$ cat src/periodic_timer_defs.vh
// Operation
// - A write to the modulation control register takes effect only while the lock flag is clear and the loop clock is the system clock.
// - Every accepted write to the modulation control register clears the loop lock and oscillator-ready status bits.
// - With modulation enabled the loop oscillator clock is modulated at the reference clock rate divided by sixteen.
// - The two-bit amplitude field means 00 off, 01 one percent, 10 two percent and 11 four percent deviation.
// - The periodic timer counts the internal RC clock when its clock select is 0 and the external oscillator clock when it is 1.
// - In stop mode the timer keeps counting only in pseudo stop with the oscillator clock selected, and halts otherwise.
// - The timer control register is readable and writable at any time and every write starts a fresh time-out period.
// - Any change of the timer clock select, including the forced clear on oscillator loss, restarts the time-out period.
// - Bit 7 of the timer control register picks binary prescale values when 0 and decimal ones when 1.
// - In binary mode the prescale field at bits 6 to 4 gives off for 000 and two to the 10 up to two to the 16 for 001 to 111.
// - The modulus field at bits 3 to 0 multiplies the prescale by its value plus one, from 1 up to 16.
// - The timer control register resets to zero, which leaves the timer off, and software writes zero to turn it off.
// - The timer clock select can be set only while the oscillator is ready and is cleared when readiness drops.
// - With the pseudo-stop timer enable or the clock select at 0 the timer stays static in stop mode and keeps its count.
`ifndef PERIODIC_TIMER_DEFS_VH
`define PERIODIC_TIMER_DEFS_VH

// ==========================================================
// Register offsets
`define ADDR_MOD_CTRL       8'h3A
`define ADDR_TIMER_CTRL     8'h3B
`define ADDR_CLK_CFG        8'h40
`define ADDR_IRQ_STATUS     8'h41
`define ADDR_IRQ_MASK       8'h42
`define ADDR_TIMER_STATE    8'h43

// ==========================================================
// Field positions
`define MOD_AMP_HI_BIT      5
`define MOD_AMP_LO_BIT      4
`define TIMER_DEC_BIT       7
`define TIMER_RATE_HI       6
`define TIMER_RATE_LO       4
`define TIMER_MOD_HI        3
`define TIMER_MOD_LO        0
`define CFG_CLKSEL_BIT      1
`define CFG_PSTOP_EN_BIT    3
`define IRQ_TIMEOUT_BIT     0
`define IRQ_MODTICK_BIT     1

// ==========================================================
// Reset values
`define MOD_CTRL_RESET      8'h00
`define TIMER_CTRL_RESET    8'h00
`define CLK_CFG_RESET       8'h00
`define IRQ_MASK_RESET      2'h0

// ==========================================================
// Timing counts
`define MOD_REF_DIVIDE      4'hF
`define BIN_RATE_OFF        3'h0
`define BIN_PRESCALE_BASE   18'h00200
`define DEC_PRESCALE_0      18'd1000
`define DEC_PRESCALE_1      18'd2000
`define DEC_PRESCALE_2      18'd5000
`define DEC_PRESCALE_3      18'd10000
`define DEC_PRESCALE_4      18'd20000
`define DEC_PRESCALE_5      18'd50000
`define DEC_PRESCALE_6      18'd100000
`define DEC_PRESCALE_7      18'd200000

`endif

$ cat src/edge_sync.v
`timescale 1ns/1ps
// Brings an asynchronous slow clock into sys_clk and marks each rising edge
module edge_sync (
    input  wire sys_clk,
    input  wire rstn,
    input  wire async_in,
    output wire rise_pulse
);
    reg meta_q;
    reg sync_q;
    reg prev_q;

    // ==========================================================
    // Two flops, then an edge detector on the settled copy only
    always @(posedge sys_clk) begin
        if (!rstn) begin
            meta_q <= 1'b0;
            sync_q <= 1'b0;
            prev_q <= 1'b0;
        end else begin
            meta_q <= async_in;
            sync_q <= meta_q;
            prev_q <= sync_q;
        end
    end

    assign rise_pulse = sync_q & ~prev_q;
endmodule

$ cat src/periodic_timer_and_fm_control.v
`timescale 1ns/1ps
`include "periodic_timer_defs.vh"

module periodic_timer_and_fm_control (
    input  wire       sys_clk,
    input  wire       rstn,
    // Register port
    input  wire [7:0] reg_addr,
    input  wire [7:0] reg_wdata,
    input  wire       reg_wr,
    input  wire       reg_rd,
    output reg  [7:0] reg_rdata,
    // Unit status and controls
    input  wire       register_lock_flag,
    input  wire       loop_clock_select,
    input  wire       osc_ready_flag,
    input  wire       stop_mode,
    input  wire       pseudo_stop_select,
    // Clocks from pins
    input  wire       internal_rc_clock,
    input  wire       external_osc_clock,
    input  wire       reference_clock,
    // Effects on the rest of the unit
    output reg        clear_lock_status,
    output reg        clear_osc_ready,
    output reg        modulation_amplitude_hi,
    output reg        modulation_amplitude_lo,
    output reg        modulation_tick,
    output reg        modulation_phase,
    output reg        periodic_clock_select,
    output reg        periodic_tick,
    output wire       irq
);
    // ==========================================================
    // Overview
    // Two independent jobs share this block.
    //
    // Modulation: a two-bit amplitude field, guarded by the
    // lock flag and the loop clock select. An accepted write
    // also sends one-cycle clear requests for the lock and
    // oscillator-ready status, as the loop must settle again.
    // While the amplitude is not zero a square wave toggles at
    // the reference rate over sixteen.
    //
    // Periodic timer: a prescaler and a modulus counter that
    // advance on rising edges of the selected source clock.
    // Each completed period sets a sticky status bit and
    // gives a one-cycle tick; the next period starts alone.
    //
    // Clocking: only sys_clk runs in here. Pin clocks become
    // one-cycle edge pulses, which costs two or three cycles
    // of latency but keeps a single domain.
    //
    // Limitation: each pin clock must stay high and low for
    // at least two sys_clk cycles, or edges are lost and the
    // periods come out long. Nothing flags such a loss.
    //
    // Restart: any timer control write and any change of the
    // clock select clear both counters. A restart that meets
    // a time-out in one cycle wins, so no request escapes
    // from a period that software has just abandoned.
    //
    // Stop mode halts counting without clearing it, except in
    // pseudo stop with the oscillator selected and enabled.

    // ==========================================================
    // State
    // Counters are wide enough for the largest decimal prescale
    reg  [7:0]  timer_ctrl_q;
    reg         pstop_en_q;
    reg  [1:0]  irq_status_q;
    reg  [1:0]  irq_mask_q;
    reg  [17:0] pre_cnt_q;
    reg  [3:0]  mod_cnt_q;
    reg  [3:0]  ref_cnt_q;
    reg         clksel_d;
    reg         restart;
    reg         timeout;
    reg  [17:0] pre_limit;

    wire        rc_rise;
    wire        osc_rise;
    wire        ref_rise;
    wire        wr_mod;
    wire        wr_timer;
    wire        wr_cfg;
    wire        decimal_sel;
    wire [2:0]  rate_sel;
    wire [3:0]  modulus_sel;
    wire        timer_on;
    wire        src_edge;
    wire        run_ok;
    wire        fm_on;

    // ==========================================================
    // Synchronised clock edges
    // Each pin clock has its own synchroniser and edge detector;
    // only the one-cycle pulses reach the counters. The
    // detectors reset low, matching the idle pin level, so no
    // false edge follows reset.
    edge_sync u_rc_sync (
        .sys_clk    (sys_clk),
        .rstn       (rstn),
        .async_in   (internal_rc_clock),
        .rise_pulse (rc_rise)
    );

    edge_sync u_osc_sync (
        .sys_clk    (sys_clk),
        .rstn       (rstn),
        .async_in   (external_osc_clock),
        .rise_pulse (osc_rise)
    );

    edge_sync u_ref_sync (
        .sys_clk    (sys_clk),
        .rstn       (rstn),
        .async_in   (reference_clock),
        .rise_pulse (ref_rise)
    );

    // ==========================================================
    // Prescale length; decimal table has no off entry
    // The prescaler counts source edges up to the length less
    // one, then steps the modulus counter. The period ends on
    // the edge that finds both at their limit, so the total is
    // the prescale times the modulus plus one, in edges.
    // Binary lengths are a shift of one base value; decimal
    // ones come from a table of eight entries.
    function [17:0] prescale_of;
        input       dec;
        input [2:0] rate;
        begin
            if (dec) begin
                case (rate)
                    3'h0:    prescale_of = `DEC_PRESCALE_0;
                    3'h1:    prescale_of = `DEC_PRESCALE_1;
                    3'h2:    prescale_of = `DEC_PRESCALE_2;
                    3'h3:    prescale_of = `DEC_PRESCALE_3;
                    3'h4:    prescale_of = `DEC_PRESCALE_4;
                    3'h5:    prescale_of = `DEC_PRESCALE_5;
                    3'h6:    prescale_of = `DEC_PRESCALE_6;
                    default: prescale_of = `DEC_PRESCALE_7;
                endcase
            end else begin
                // Rate 1 gives 2^10, each step doubles up to 2^16
                prescale_of = `BIN_PRESCALE_BASE << rate;
            end
        end
    endfunction

    // ==========================================================
    // Decode
    // Writes except to the interrupt registers are decoded here; reads have their own chain at
    // the bottom, so that a read never disturbs any state.
    assign wr_mod      = reg_wr && (reg_addr == `ADDR_MOD_CTRL);
    assign wr_timer    = reg_wr && (reg_addr == `ADDR_TIMER_CTRL);
    assign wr_cfg      = reg_wr && (reg_addr == `ADDR_CLK_CFG);
    assign decimal_sel = timer_ctrl_q[`TIMER_DEC_BIT];
    assign rate_sel    = timer_ctrl_q[`TIMER_RATE_HI:`TIMER_RATE_LO];
    assign modulus_sel = timer_ctrl_q[`TIMER_MOD_HI:`TIMER_MOD_LO];
    // Binary 000 is off; zero register therefore means stopped
    assign timer_on    = decimal_sel || (rate_sel != `BIN_RATE_OFF);
    assign src_edge    = periodic_clock_select ? osc_rise : rc_rise;
    // Stop mode freezes the count unless pseudo stop runs the oscillator
    assign run_ok      = !stop_mode ||
                         (pseudo_stop_select && pstop_en_q && periodic_clock_select);
    assign fm_on       = modulation_amplitude_hi || modulation_amplitude_lo;

    // ==========================================================
    // Clock select next value and restart conditions
    always @* begin
        clksel_d = periodic_clock_select;
        if (wr_cfg) begin
            // A one only sticks while the oscillator is up
            clksel_d = reg_wdata[`CFG_CLKSEL_BIT] && osc_ready_flag;
        end
        if (!osc_ready_flag) begin
            clksel_d = 1'b0;
        end
        // A change of select, forced or written, is a restart
        restart   = wr_timer || (clksel_d != periodic_clock_select);
        pre_limit = prescale_of(decimal_sel, rate_sel) - 18'd1;
        timeout   = timer_on && run_ok && src_edge && !restart &&
                    (pre_cnt_q == pre_limit) && (mod_cnt_q == modulus_sel);
    end

    // ==========================================================
    // Modulation control register, guarded by lock and clock source
    // A refused write leaves no trace: neither the amplitude
    // nor the clear requests move. The clear requests are
    // pulses only; the status flags live elsewhere.
    always @(posedge sys_clk) begin
        if (!rstn) begin
            modulation_amplitude_hi <= 1'b0;
            modulation_amplitude_lo <= 1'b0;
            clear_lock_status       <= 1'b0;
            clear_osc_ready         <= 1'b0;
        end else begin
            clear_lock_status <= 1'b0;
            clear_osc_ready   <= 1'b0;
            if (wr_mod && !register_lock_flag && loop_clock_select) begin
                // 00 off, 01 1%, 10 2%, 11 4%
                modulation_amplitude_hi <= reg_wdata[`MOD_AMP_HI_BIT];
                modulation_amplitude_lo <= reg_wdata[`MOD_AMP_LO_BIT];
                // Loop must relock, so its status is dropped
                clear_lock_status       <= 1'b1;
                clear_osc_ready         <= 1'b1;
            end
        end
    end

    // ==========================================================
    // Modulation rate: one tick each sixteen reference edges
    // The counter is held at zero while the amplitude is off,
    // so the first tick after an enabling write comes a full
    // sixteen reference edges later. The phase output is the
    // square wave that the loop follows; the deviation itself
    // is set there from the amplitude outputs.
    always @(posedge sys_clk) begin
        if (!rstn) begin
            ref_cnt_q        <= 4'h0;
            modulation_tick  <= 1'b0;
            modulation_phase <= 1'b0;
        end else begin
            modulation_tick <= 1'b0;
            if (!fm_on) begin
                ref_cnt_q        <= 4'h0;
                modulation_phase <= 1'b0;
            end else if (ref_rise) begin
                if (ref_cnt_q == `MOD_REF_DIVIDE) begin
                    ref_cnt_q        <= 4'h0;
                    modulation_tick  <= 1'b1;
                    modulation_phase <= ~modulation_phase;
                end else begin
                    ref_cnt_q <= ref_cnt_q + 4'h1;
                end
            end
        end
    end

    // ==========================================================
    // Timer control, clock configuration and counters
    // Priority in the counter: restart or an off timer first,
    // then the time-out wrap, then an ordinary count.
    // Stop mode only blocks counting and never clears the
    // counters, so a period resumes where it halted once
    // stop mode ends.
    // The clock select follows its next value every cycle,
    // which also carries out the forced clear when the
    // oscillator-ready input drops.
    // The tick trails the time-out cycle by one clock.
    always @(posedge sys_clk) begin
        if (!rstn) begin
            timer_ctrl_q          <= `TIMER_CTRL_RESET;
            periodic_clock_select <= 1'b0;
            pstop_en_q            <= 1'b0;
            pre_cnt_q             <= 18'h00000;
            mod_cnt_q             <= 4'h0;
            periodic_tick         <= 1'b0;
        end else begin
            periodic_tick         <= 1'b0;
            periodic_clock_select <= clksel_d;
            if (wr_timer) begin
                timer_ctrl_q <= reg_wdata;
            end
            if (wr_cfg) begin
                pstop_en_q <= reg_wdata[`CFG_PSTOP_EN_BIT];
            end
            if (restart || !timer_on) begin
                // Fresh period; an off timer holds zero
                pre_cnt_q <= 18'h00000;
                mod_cnt_q <= 4'h0;
            end else if (timeout) begin
                // Wrap and carry on without software help
                pre_cnt_q     <= 18'h00000;
                mod_cnt_q     <= 4'h0;
                periodic_tick <= 1'b1;
            end else if (run_ok && src_edge) begin
                if (pre_cnt_q == pre_limit) begin
                    pre_cnt_q <= 18'h00000;
                    mod_cnt_q <= mod_cnt_q + 4'h1;
                end else begin
                    pre_cnt_q <= pre_cnt_q + 18'd1;
                end
            end
        end
    end

    // ==========================================================
    // Interrupt status (write one to clear, set wins) and mask
    // A set and a clear in one cycle leave the bit set, so a
    // clear on the bus cannot swallow an event that arrived
    // in the same cycle.
    always @(posedge sys_clk) begin
        if (!rstn) begin
            irq_status_q <= 2'h0;
            irq_mask_q   <= `IRQ_MASK_RESET;
        end else begin
            if (reg_wr && (reg_addr == `ADDR_IRQ_MASK)) begin
                irq_mask_q <= reg_wdata[1:0];
            end
            if (reg_wr && (reg_addr == `ADDR_IRQ_STATUS)) begin
                irq_status_q <= (irq_status_q & ~reg_wdata[1:0]) |
                                {modulation_tick, timeout};
            end else begin
                irq_status_q <= irq_status_q | {modulation_tick, timeout};
            end
        end
    end

    assign irq = |(irq_status_q & irq_mask_q);

    // ==========================================================
    // Read data, one cycle after the strobe; unmapped reads zero
    // Read data stand for one cycle and then fall back to zero,
    // so a stale value never looks like a fresh read.
    // Unused bits of every register read as zero.
    always @(posedge sys_clk) begin
        if (!rstn) begin
            reg_rdata <= 8'h00;
        end else if (reg_rd) begin
            if (reg_addr == `ADDR_MOD_CTRL) begin
                reg_rdata <= {2'b00, modulation_amplitude_hi, modulation_amplitude_lo, 4'h0};
            end else if (reg_addr == `ADDR_TIMER_CTRL) begin
                reg_rdata <= timer_ctrl_q;
            end else if (reg_addr == `ADDR_CLK_CFG) begin
                reg_rdata <= {4'h0, pstop_en_q, 1'b0, periodic_clock_select, 1'b0};
            end else if (reg_addr == `ADDR_IRQ_STATUS) begin
                reg_rdata <= {6'h00, irq_status_q};
            end else if (reg_addr == `ADDR_IRQ_MASK) begin
                reg_rdata <= {6'h00, irq_mask_q};
            end else if (reg_addr == `ADDR_TIMER_STATE) begin
                reg_rdata <= {mod_cnt_q, osc_ready_flag, run_ok, timer_on, 1'b0};
            end else begin
                reg_rdata <= 8'h00;
            end
        end else begin
            reg_rdata <= 8'h00;
        end
    end
endmodule

$ cat config.mk
export PLATFORM = sky130hd
export DESIGN_NAME = periodic_timer_and_fm_control
export DESIGN_NICKNAME = d
export VERILOG_FILES = /design/src/edge_sync.v /design/src/periodic_timer_and_fm_control.v
export VERILOG_INCLUDE_DIRS = /design/src
export SDC_FILE = /design/constraint.sdc
export NUM_CORES = 1
export LEC_CHECK = 0
export BUFFER_PORTS_ARGS = -buffer_cell sky130_fd_sc_hd__buf_2
export CAP_MARGIN = 10
export CORE_UTILIZATION = 52
export CTS_CLUSTER_DIAMETER = 150
export DETAILED_ROUTE_END_ITERATION = 6
export PLACE_DENSITY = 0.76
export RECOVER_POWER = 100
export SKIP_LAST_GASP = 1
export SYNTH_ARGS = -nofsm -noshare
export SYNTH_HDL_FRONTEND = slang
export SYNTH_HIERARCHICAL = 1
export SYNTH_SLANG_ARGS = --single-unit
$ cat constraint.sdc
create_clock -name sys_clk -period 2.7 [get_ports sys_clk]
set_input_delay 0.81 -clock sys_clk [delete_from_list [all_inputs] [get_ports sys_clk]]
set_output_delay 0.81 -clock sys_clk [all_outputs]
set_load 0.005 [all_outputs]
## Yosys cells after proc, flatten, opt, wreduce, memory -nomap -nowiden

Cells that the tools add are included.

| cells by class | value |
|---|---|
| add/sub/neg operators | 4 |
| equal/unequal tests | 16 |
| shift operators | 1 |
| muxes and demuxes | 17 |
| bitwise logic cells | 14 |
| reductions and logical operators | 36 |

Operators by type and width:

| kind | number |
|---|---|
| $pmux W18 S7 | 1 |
| $mux W8 | 5 |
| $mux W18 | 2 |
| $eq A8 B7 Y1 const B | 4 |
| $add A18 B1 Y18 const B | 1 |
| $eq A18 B18 Y1 | 1 |
| $shl A10 B3 Y18 const A | 1 |
| $sub A18 B1 Y18 const B | 1 |
| $eq A8 B6 Y1 const B | 2 |
| $logic_and A1 B1 Y1 | 16 |
| $eq A3 B3 Y1 const B | 3 |
| $add A4 B1 Y4 const B | 2 |
| $reduce_and A2 Y1 | 4 |
| $eq A3 B2 Y1 const B | 2 |
| $mux W1 | 6 |
| $mux W6 | 1 |
| $not A1 Y1 | 6 |
| $reduce_or A3 Y1 | 2 |
| $logic_or A1 B1 Y1 | 5 |
| $and A2 B2 Y2 | 2 |
| $eq A4 B4 Y1 | 1 |
| $eq A4 B4 Y1 const B | 1 |
| $logic_not A1 Y1 | 4 |
| $mux W4 | 1 |
| 10 further kinds | 14 |

| word-level totals | value |
|---|---|
| bits in registers | 63 |
| input port bits | 28 |
| word-level logic and storage cells | 113 |

## Longest topological paths before layout

| depth | value |
|---|---|
| word-level depth | 12 |
| mapped depth | 14 |
| depth with buffers taken out | 10 |

## Hierarchy

Netlist, hierarchy kept.

By module, submodules not included:

| module | times used | cells each | area each (um2) |
|---|---|---|---|
| periodic_timer_and_fm_control | 1 | 389 | 3186.8 |
| edge_sync | 3 | 7 | 92.6 |

## Worst setup path after synthesis

No wires, ideal clock.

| timing | value |
|---|---|
| path kind | reg2reg |
| from | register timer_ctrl_q[7] |
| to | register mod_cnt_q[0] |
| arrival | 2.857 ns |
| setup slack | -0.231 ns |
| stages on the path, launching flop included | 14 |
| cells stage by stage | dfxtp_1 buf_4 clkbuf_1 nand3_1 ha_1 buf_2 nor3b_1 nor4_2 nand3_1 a2111oi_2 nand4b_1 buf_2 or4_1 a21oi_1 |

| between the ends | value |
|---|---|
| cells in the longest elaborated chain, start to end | 7 |
| elaborated cells between the ends (all ways) | 13 |
| those cells by class | add/sub (1); eq/ne (1); mux (1); reduce/logical (10) |

Ends and longest elaborated chain:

| item | line | source |
|---|---|---|
| start: declaration | periodic_timer_and_fm_control.v:69 | `reg [7:0] timer_ctrl_q;` |
| start signal: assignment | periodic_timer_and_fm_control.v:255 | `` timer_ctrl_q <= `TIMER_CTRL_RESET; `` |
| start signal: assignment | periodic_timer_and_fm_control.v:265 | `timer_ctrl_q <= reg_wdata;` |
| branches (longest 7 deep; another with $sub A18 B1 Y18) | n/a |  |
| end signal: assignment | periodic_timer_and_fm_control.v:282 | `mod_cnt_q <= mod_cnt_q + 4'h1;` |
| end: declaration | periodic_timer_and_fm_control.v:74 | `reg [3:0] mod_cnt_q;` |

Parallel ways; which one is timed is not known.
A chain may end at the register's enable or synchronous reset.

## Final worst setup path

| timing | value |
|---|---|
| from | register timer_ctrl_q[6] |
| to | register mod_cnt_q[1] |

| between the ends | value |
|---|---|
| cells in the longest elaborated chain, start to end | 8 |
| elaborated cells between the ends (all ways) | 23 |
| those cells by class | add/sub (1); eq/ne (7); shift (1); mux (2); reduce/logical (12) |

Ends and longest elaborated chain:

| item | line | source |
|---|---|---|
| $eq A3 B3 Y1, or another cell as far along | periodic_timer_and_fm_control.v:135 | `case (rate)` |
| $pmux W18 S7 / $logic_or A1 B1 Y1 (equally long branches) | periodic_timer_and_fm_control.v:135, periodic_timer_and_fm_control.v:163 |  |
| $mux W18 / $logic_and A1 B1 Y1 (equally long branches) | periodic_timer_and_fm_control.v:134, periodic_timer_and_fm_control.v:184 |  |
| $sub A18 B1 Y18 / $logic_and A1 B1 Y1 (equally long branches) | periodic_timer_and_fm_control.v:183, periodic_timer_and_fm_control.v:184 |  |
| $eq A18 B18 Y1 / $logic_and A1 B1 Y1 (equally long branches) | periodic_timer_and_fm_control.v:185, periodic_timer_and_fm_control.v:280, periodic_timer_and_fm_control.v:184 |  |
| $logic_and A1 B1 Y1 | periodic_timer_and_fm_control.v:184 | `timeout = timer_on && run_ok && src_edge && !restart &&` |
| $logic_and A1 B1 Y1 | periodic_timer_and_fm_control.v:185 | `(pre_cnt_q == pre_limit) && (mod_cnt_q == modulus_sel);` |
| $reduce_or A3 Y1 (no line) | n/a |  |

Parallel ways exist; a longest one is shown, timed or not.

==> results.md <==
- CTS tree: yes
- CTS H-tree lvls: 3
- Crit start category: flop
- Top-count cell post-synth: dfxtp_1
- Drc violations: 0
- Max-cap violations: 0
- Vias in the first global route: 2,903
- Slew headroom: between 30 and 40%
- Num rows: 29
- Yosys warnings: 6
- # diodes: 0
- Total vias in the final route: about 3,200
- Max VDD drop: around 0.00038 V
- Worst Path Class, Setup: reg2reg
- Wire length per cell: ~15 µm
- RSZ-0062 raised after global routing: true
- Final WS setup: 0.0559 ns
- Status: completed
- Area Overhead vs Synth: 17.2%
- GRT Total Usage: between 20% and 30%
- Worst Setup End Kind: flop
- Share of the synthesized area in the top cell type: 36.4%
- Worst Tran Pin Value: between 0.9 and 1 ns
- Via-to-Cell Ratio: about 5.8
- CTS root buffer: clkbuf_8
- GP Congestion: just under 1
- Worst EP required: ~3.0 ns
- Synth top area cells: dfxtp_1, nor2_1, mux2i_1
- Slew Viols, Final: 0
- Post-Route WL: between 8 and 9 mm
- Initial antenna violation count: 0
- Iteration count of the initial detailed-routing pass: 4
- Hold Buf Count CTS: 0
- DP Wirelength: around 5.9 mm
- Seq cells post-synth: 63
- CP arrival: a little under 3 ns
- Leakage: between 1.5 and 2 nW
- Area leader, netlist: dfxtp_1
- Most frequent cells after synthesis: dfxtp_1, nor2_1, nand2_1, nor2b_1, a21oi_1
- Hold Fails Final Rpt: 0
- ANT nets after route: 0
- Sink Count: 63
- Layout cells sized above 1: between 10% and 20%
- Finished Core Util: about 64%
- Crit share post-route: 97.9%
- Post-Synthesis Cells: approximately 400
- Die area: about 7000 µm²
- Starting Density: between 50% and 60%
- Reg clk slew, reported paths: approximately 0.080 ns
- Pre-CTS setup slack: -0.0120 ns
- Post-synth EDFFs: 0
- Core Area: around 6400 µm²
- CTS buffer count: 9
- Minimum clock period: 2.64 ns
- Global-route wire length before repair: around 13 mm
- Pin count of the biggest net entering global routing: 24
- Chip width: roughly 84 µm
- Post-synthesis instance area: 3460 µm²
- Fin Hold WS: ~0.43 ns
- CTS Buffer Depth: 2
- Total negative setup slack: 0 ns
- Worst hold path class: reg2reg
- Clk Latency, worst-skew pair: about 0.35 ns
- Critical Path Fanout Max: 6
- Power Density: 427 nW/µm²
- Synth unique cells: between 60 and 70
- DRT iter0 DRCs: around 190
- Port-buffer cells: 44
- I/O pin count: 45
- Total chip power: 1.74 mW
- Primary FF master, synth: dfxtp_1
- F_max: approximately 380 MHz
- Post-synthesis net count: 442
- Syn Area/Cell: about 8.5 µm²
- GRT Residual Overflow: 0
- FFs w/ async S/R, synth: 0%
- Clk_skew: approximately 0.0054 ns
- Die height: roughly 84 µm
- Final #Nets: 494
- Final setup fails: 0
- Sequential area share after synthesis: a little over a third
-- metal layers --
metal	GRT usage (%)	part of all wire [%]	routed length, µm	vias up
met3	6.23	5.8	480	24
met1	30.7	45	3700	1490
met4	11.4	2.6	217	0
li1	-	-	-	1557
met2	37.5	47	3870	109
met5	0	0	0	-
-- final cells by class --
type / instances / area [µm²]
Clock buffer: 9 / 124
Clock inverter: 7 / 48.8
Fill cell: 568 / 2320
Inverter: 7 / 26.3
Multi-Input combinational cell: 317 / 2150
Sequential cell: 63 / 1270
Tap cell: 77 / 96.3
Timing Repair Buffer: 64 / 342
-- kinds of logic after synthesis --
| kind of cell | share of synthesized area, % |
|---|---|
| AOI/OAI and AO/OA | 15.1 |
| xor gates and xnor gates | 7.84 |
| adders and majority gates | 1.44 |
| buffers and inverters | 4.26 |
| DFF | 36.4 |
| muxes | 5.60 |
| and+or+nand+nor | 29.3 |
-- power by group --
part / internal [mW] / switching [mW]
sequential: 0.931 / 0.00244
combinational: 0.0314 / 0.0374
clock: 0.331 / 0.401
total: 1.29 / 0.441
-- state kept, by name (all words and copies together), names as in the netlist, 2 cells and up --
signal and count:
irq_status_q 2, ref_cnt_q 4, reg_rdata 8, timer_ctrl_q 8, mod_cnt_q 4, irq_mask_q 2
pre_cnt_q 18
-- final timing paths --
path                                       start          endpoint  slack, ns  cells past startpoint
worst max register to register   timer_ctrl_q[6]      mod_cnt_q[1]       0.06                     11
worst min register to register  u_rc_sync/meta_q  u_rc_sync/sync_q       0.43                      1
worst min-delay path            u_rc_sync/meta_q  u_rc_sync/sync_q       0.43                      1
worst max-delay path             timer_ctrl_q[6]      mod_cnt_q[1]       0.06                     11
-- stage by stage --
stage          instances  cell area [µm²]
2_1_floorplan        410             3500
3_3_place_gp         524             3780
3_5_place_dp         524             3780
4_1_cts              540             3960
5_1_grt              544             4060
6_report             544             4060
-- critical path, cell delays in order, from the launching register on --
cell       delay (ns)
dfxtp_4          0.37
nor2_4           0.12
nand2_2          0.07
ha_4             0.19
nor3b_4          0.15
nor4_2           0.24
nand3_1          0.15
a2111oi_4        0.28
nand4b_1         0.21
buf_6            0.19
or4b_1           0.47
a21oi_1          0.13
-- placed cells by master (no fill, tap or decap), types with 13 or more instances in the layout --
| cell | instances |
|---|---|
| buf_4 | 14 |
| clkbuf_1 | 16 |
| nand2_1 | 26 |
| nor2_1 | 51 |
| o21ai_0 | 16 |
| nor2b_1 | 22 |
| buf_2 | 33 |
| nand3_1 | 13 |
| a21oi_1 | 20 |
| dfxtp_1 | 59 |
| xor2_1 | 18 |
| xnor2_1 | 13 |
| mux2i_1 | 16 |
-- repair_timing --
action | CTS | global route
gates cloned | 0 | 1
resized for setup | 1 | 26
setup buffers | 0 | 3
pin swaps | 0 | 14
endpoints found under the setup margin | 15 | 23
endpoints found under the hold margin | 0 | 0
No activity file was read; power rests on OpenSTA's default activity.
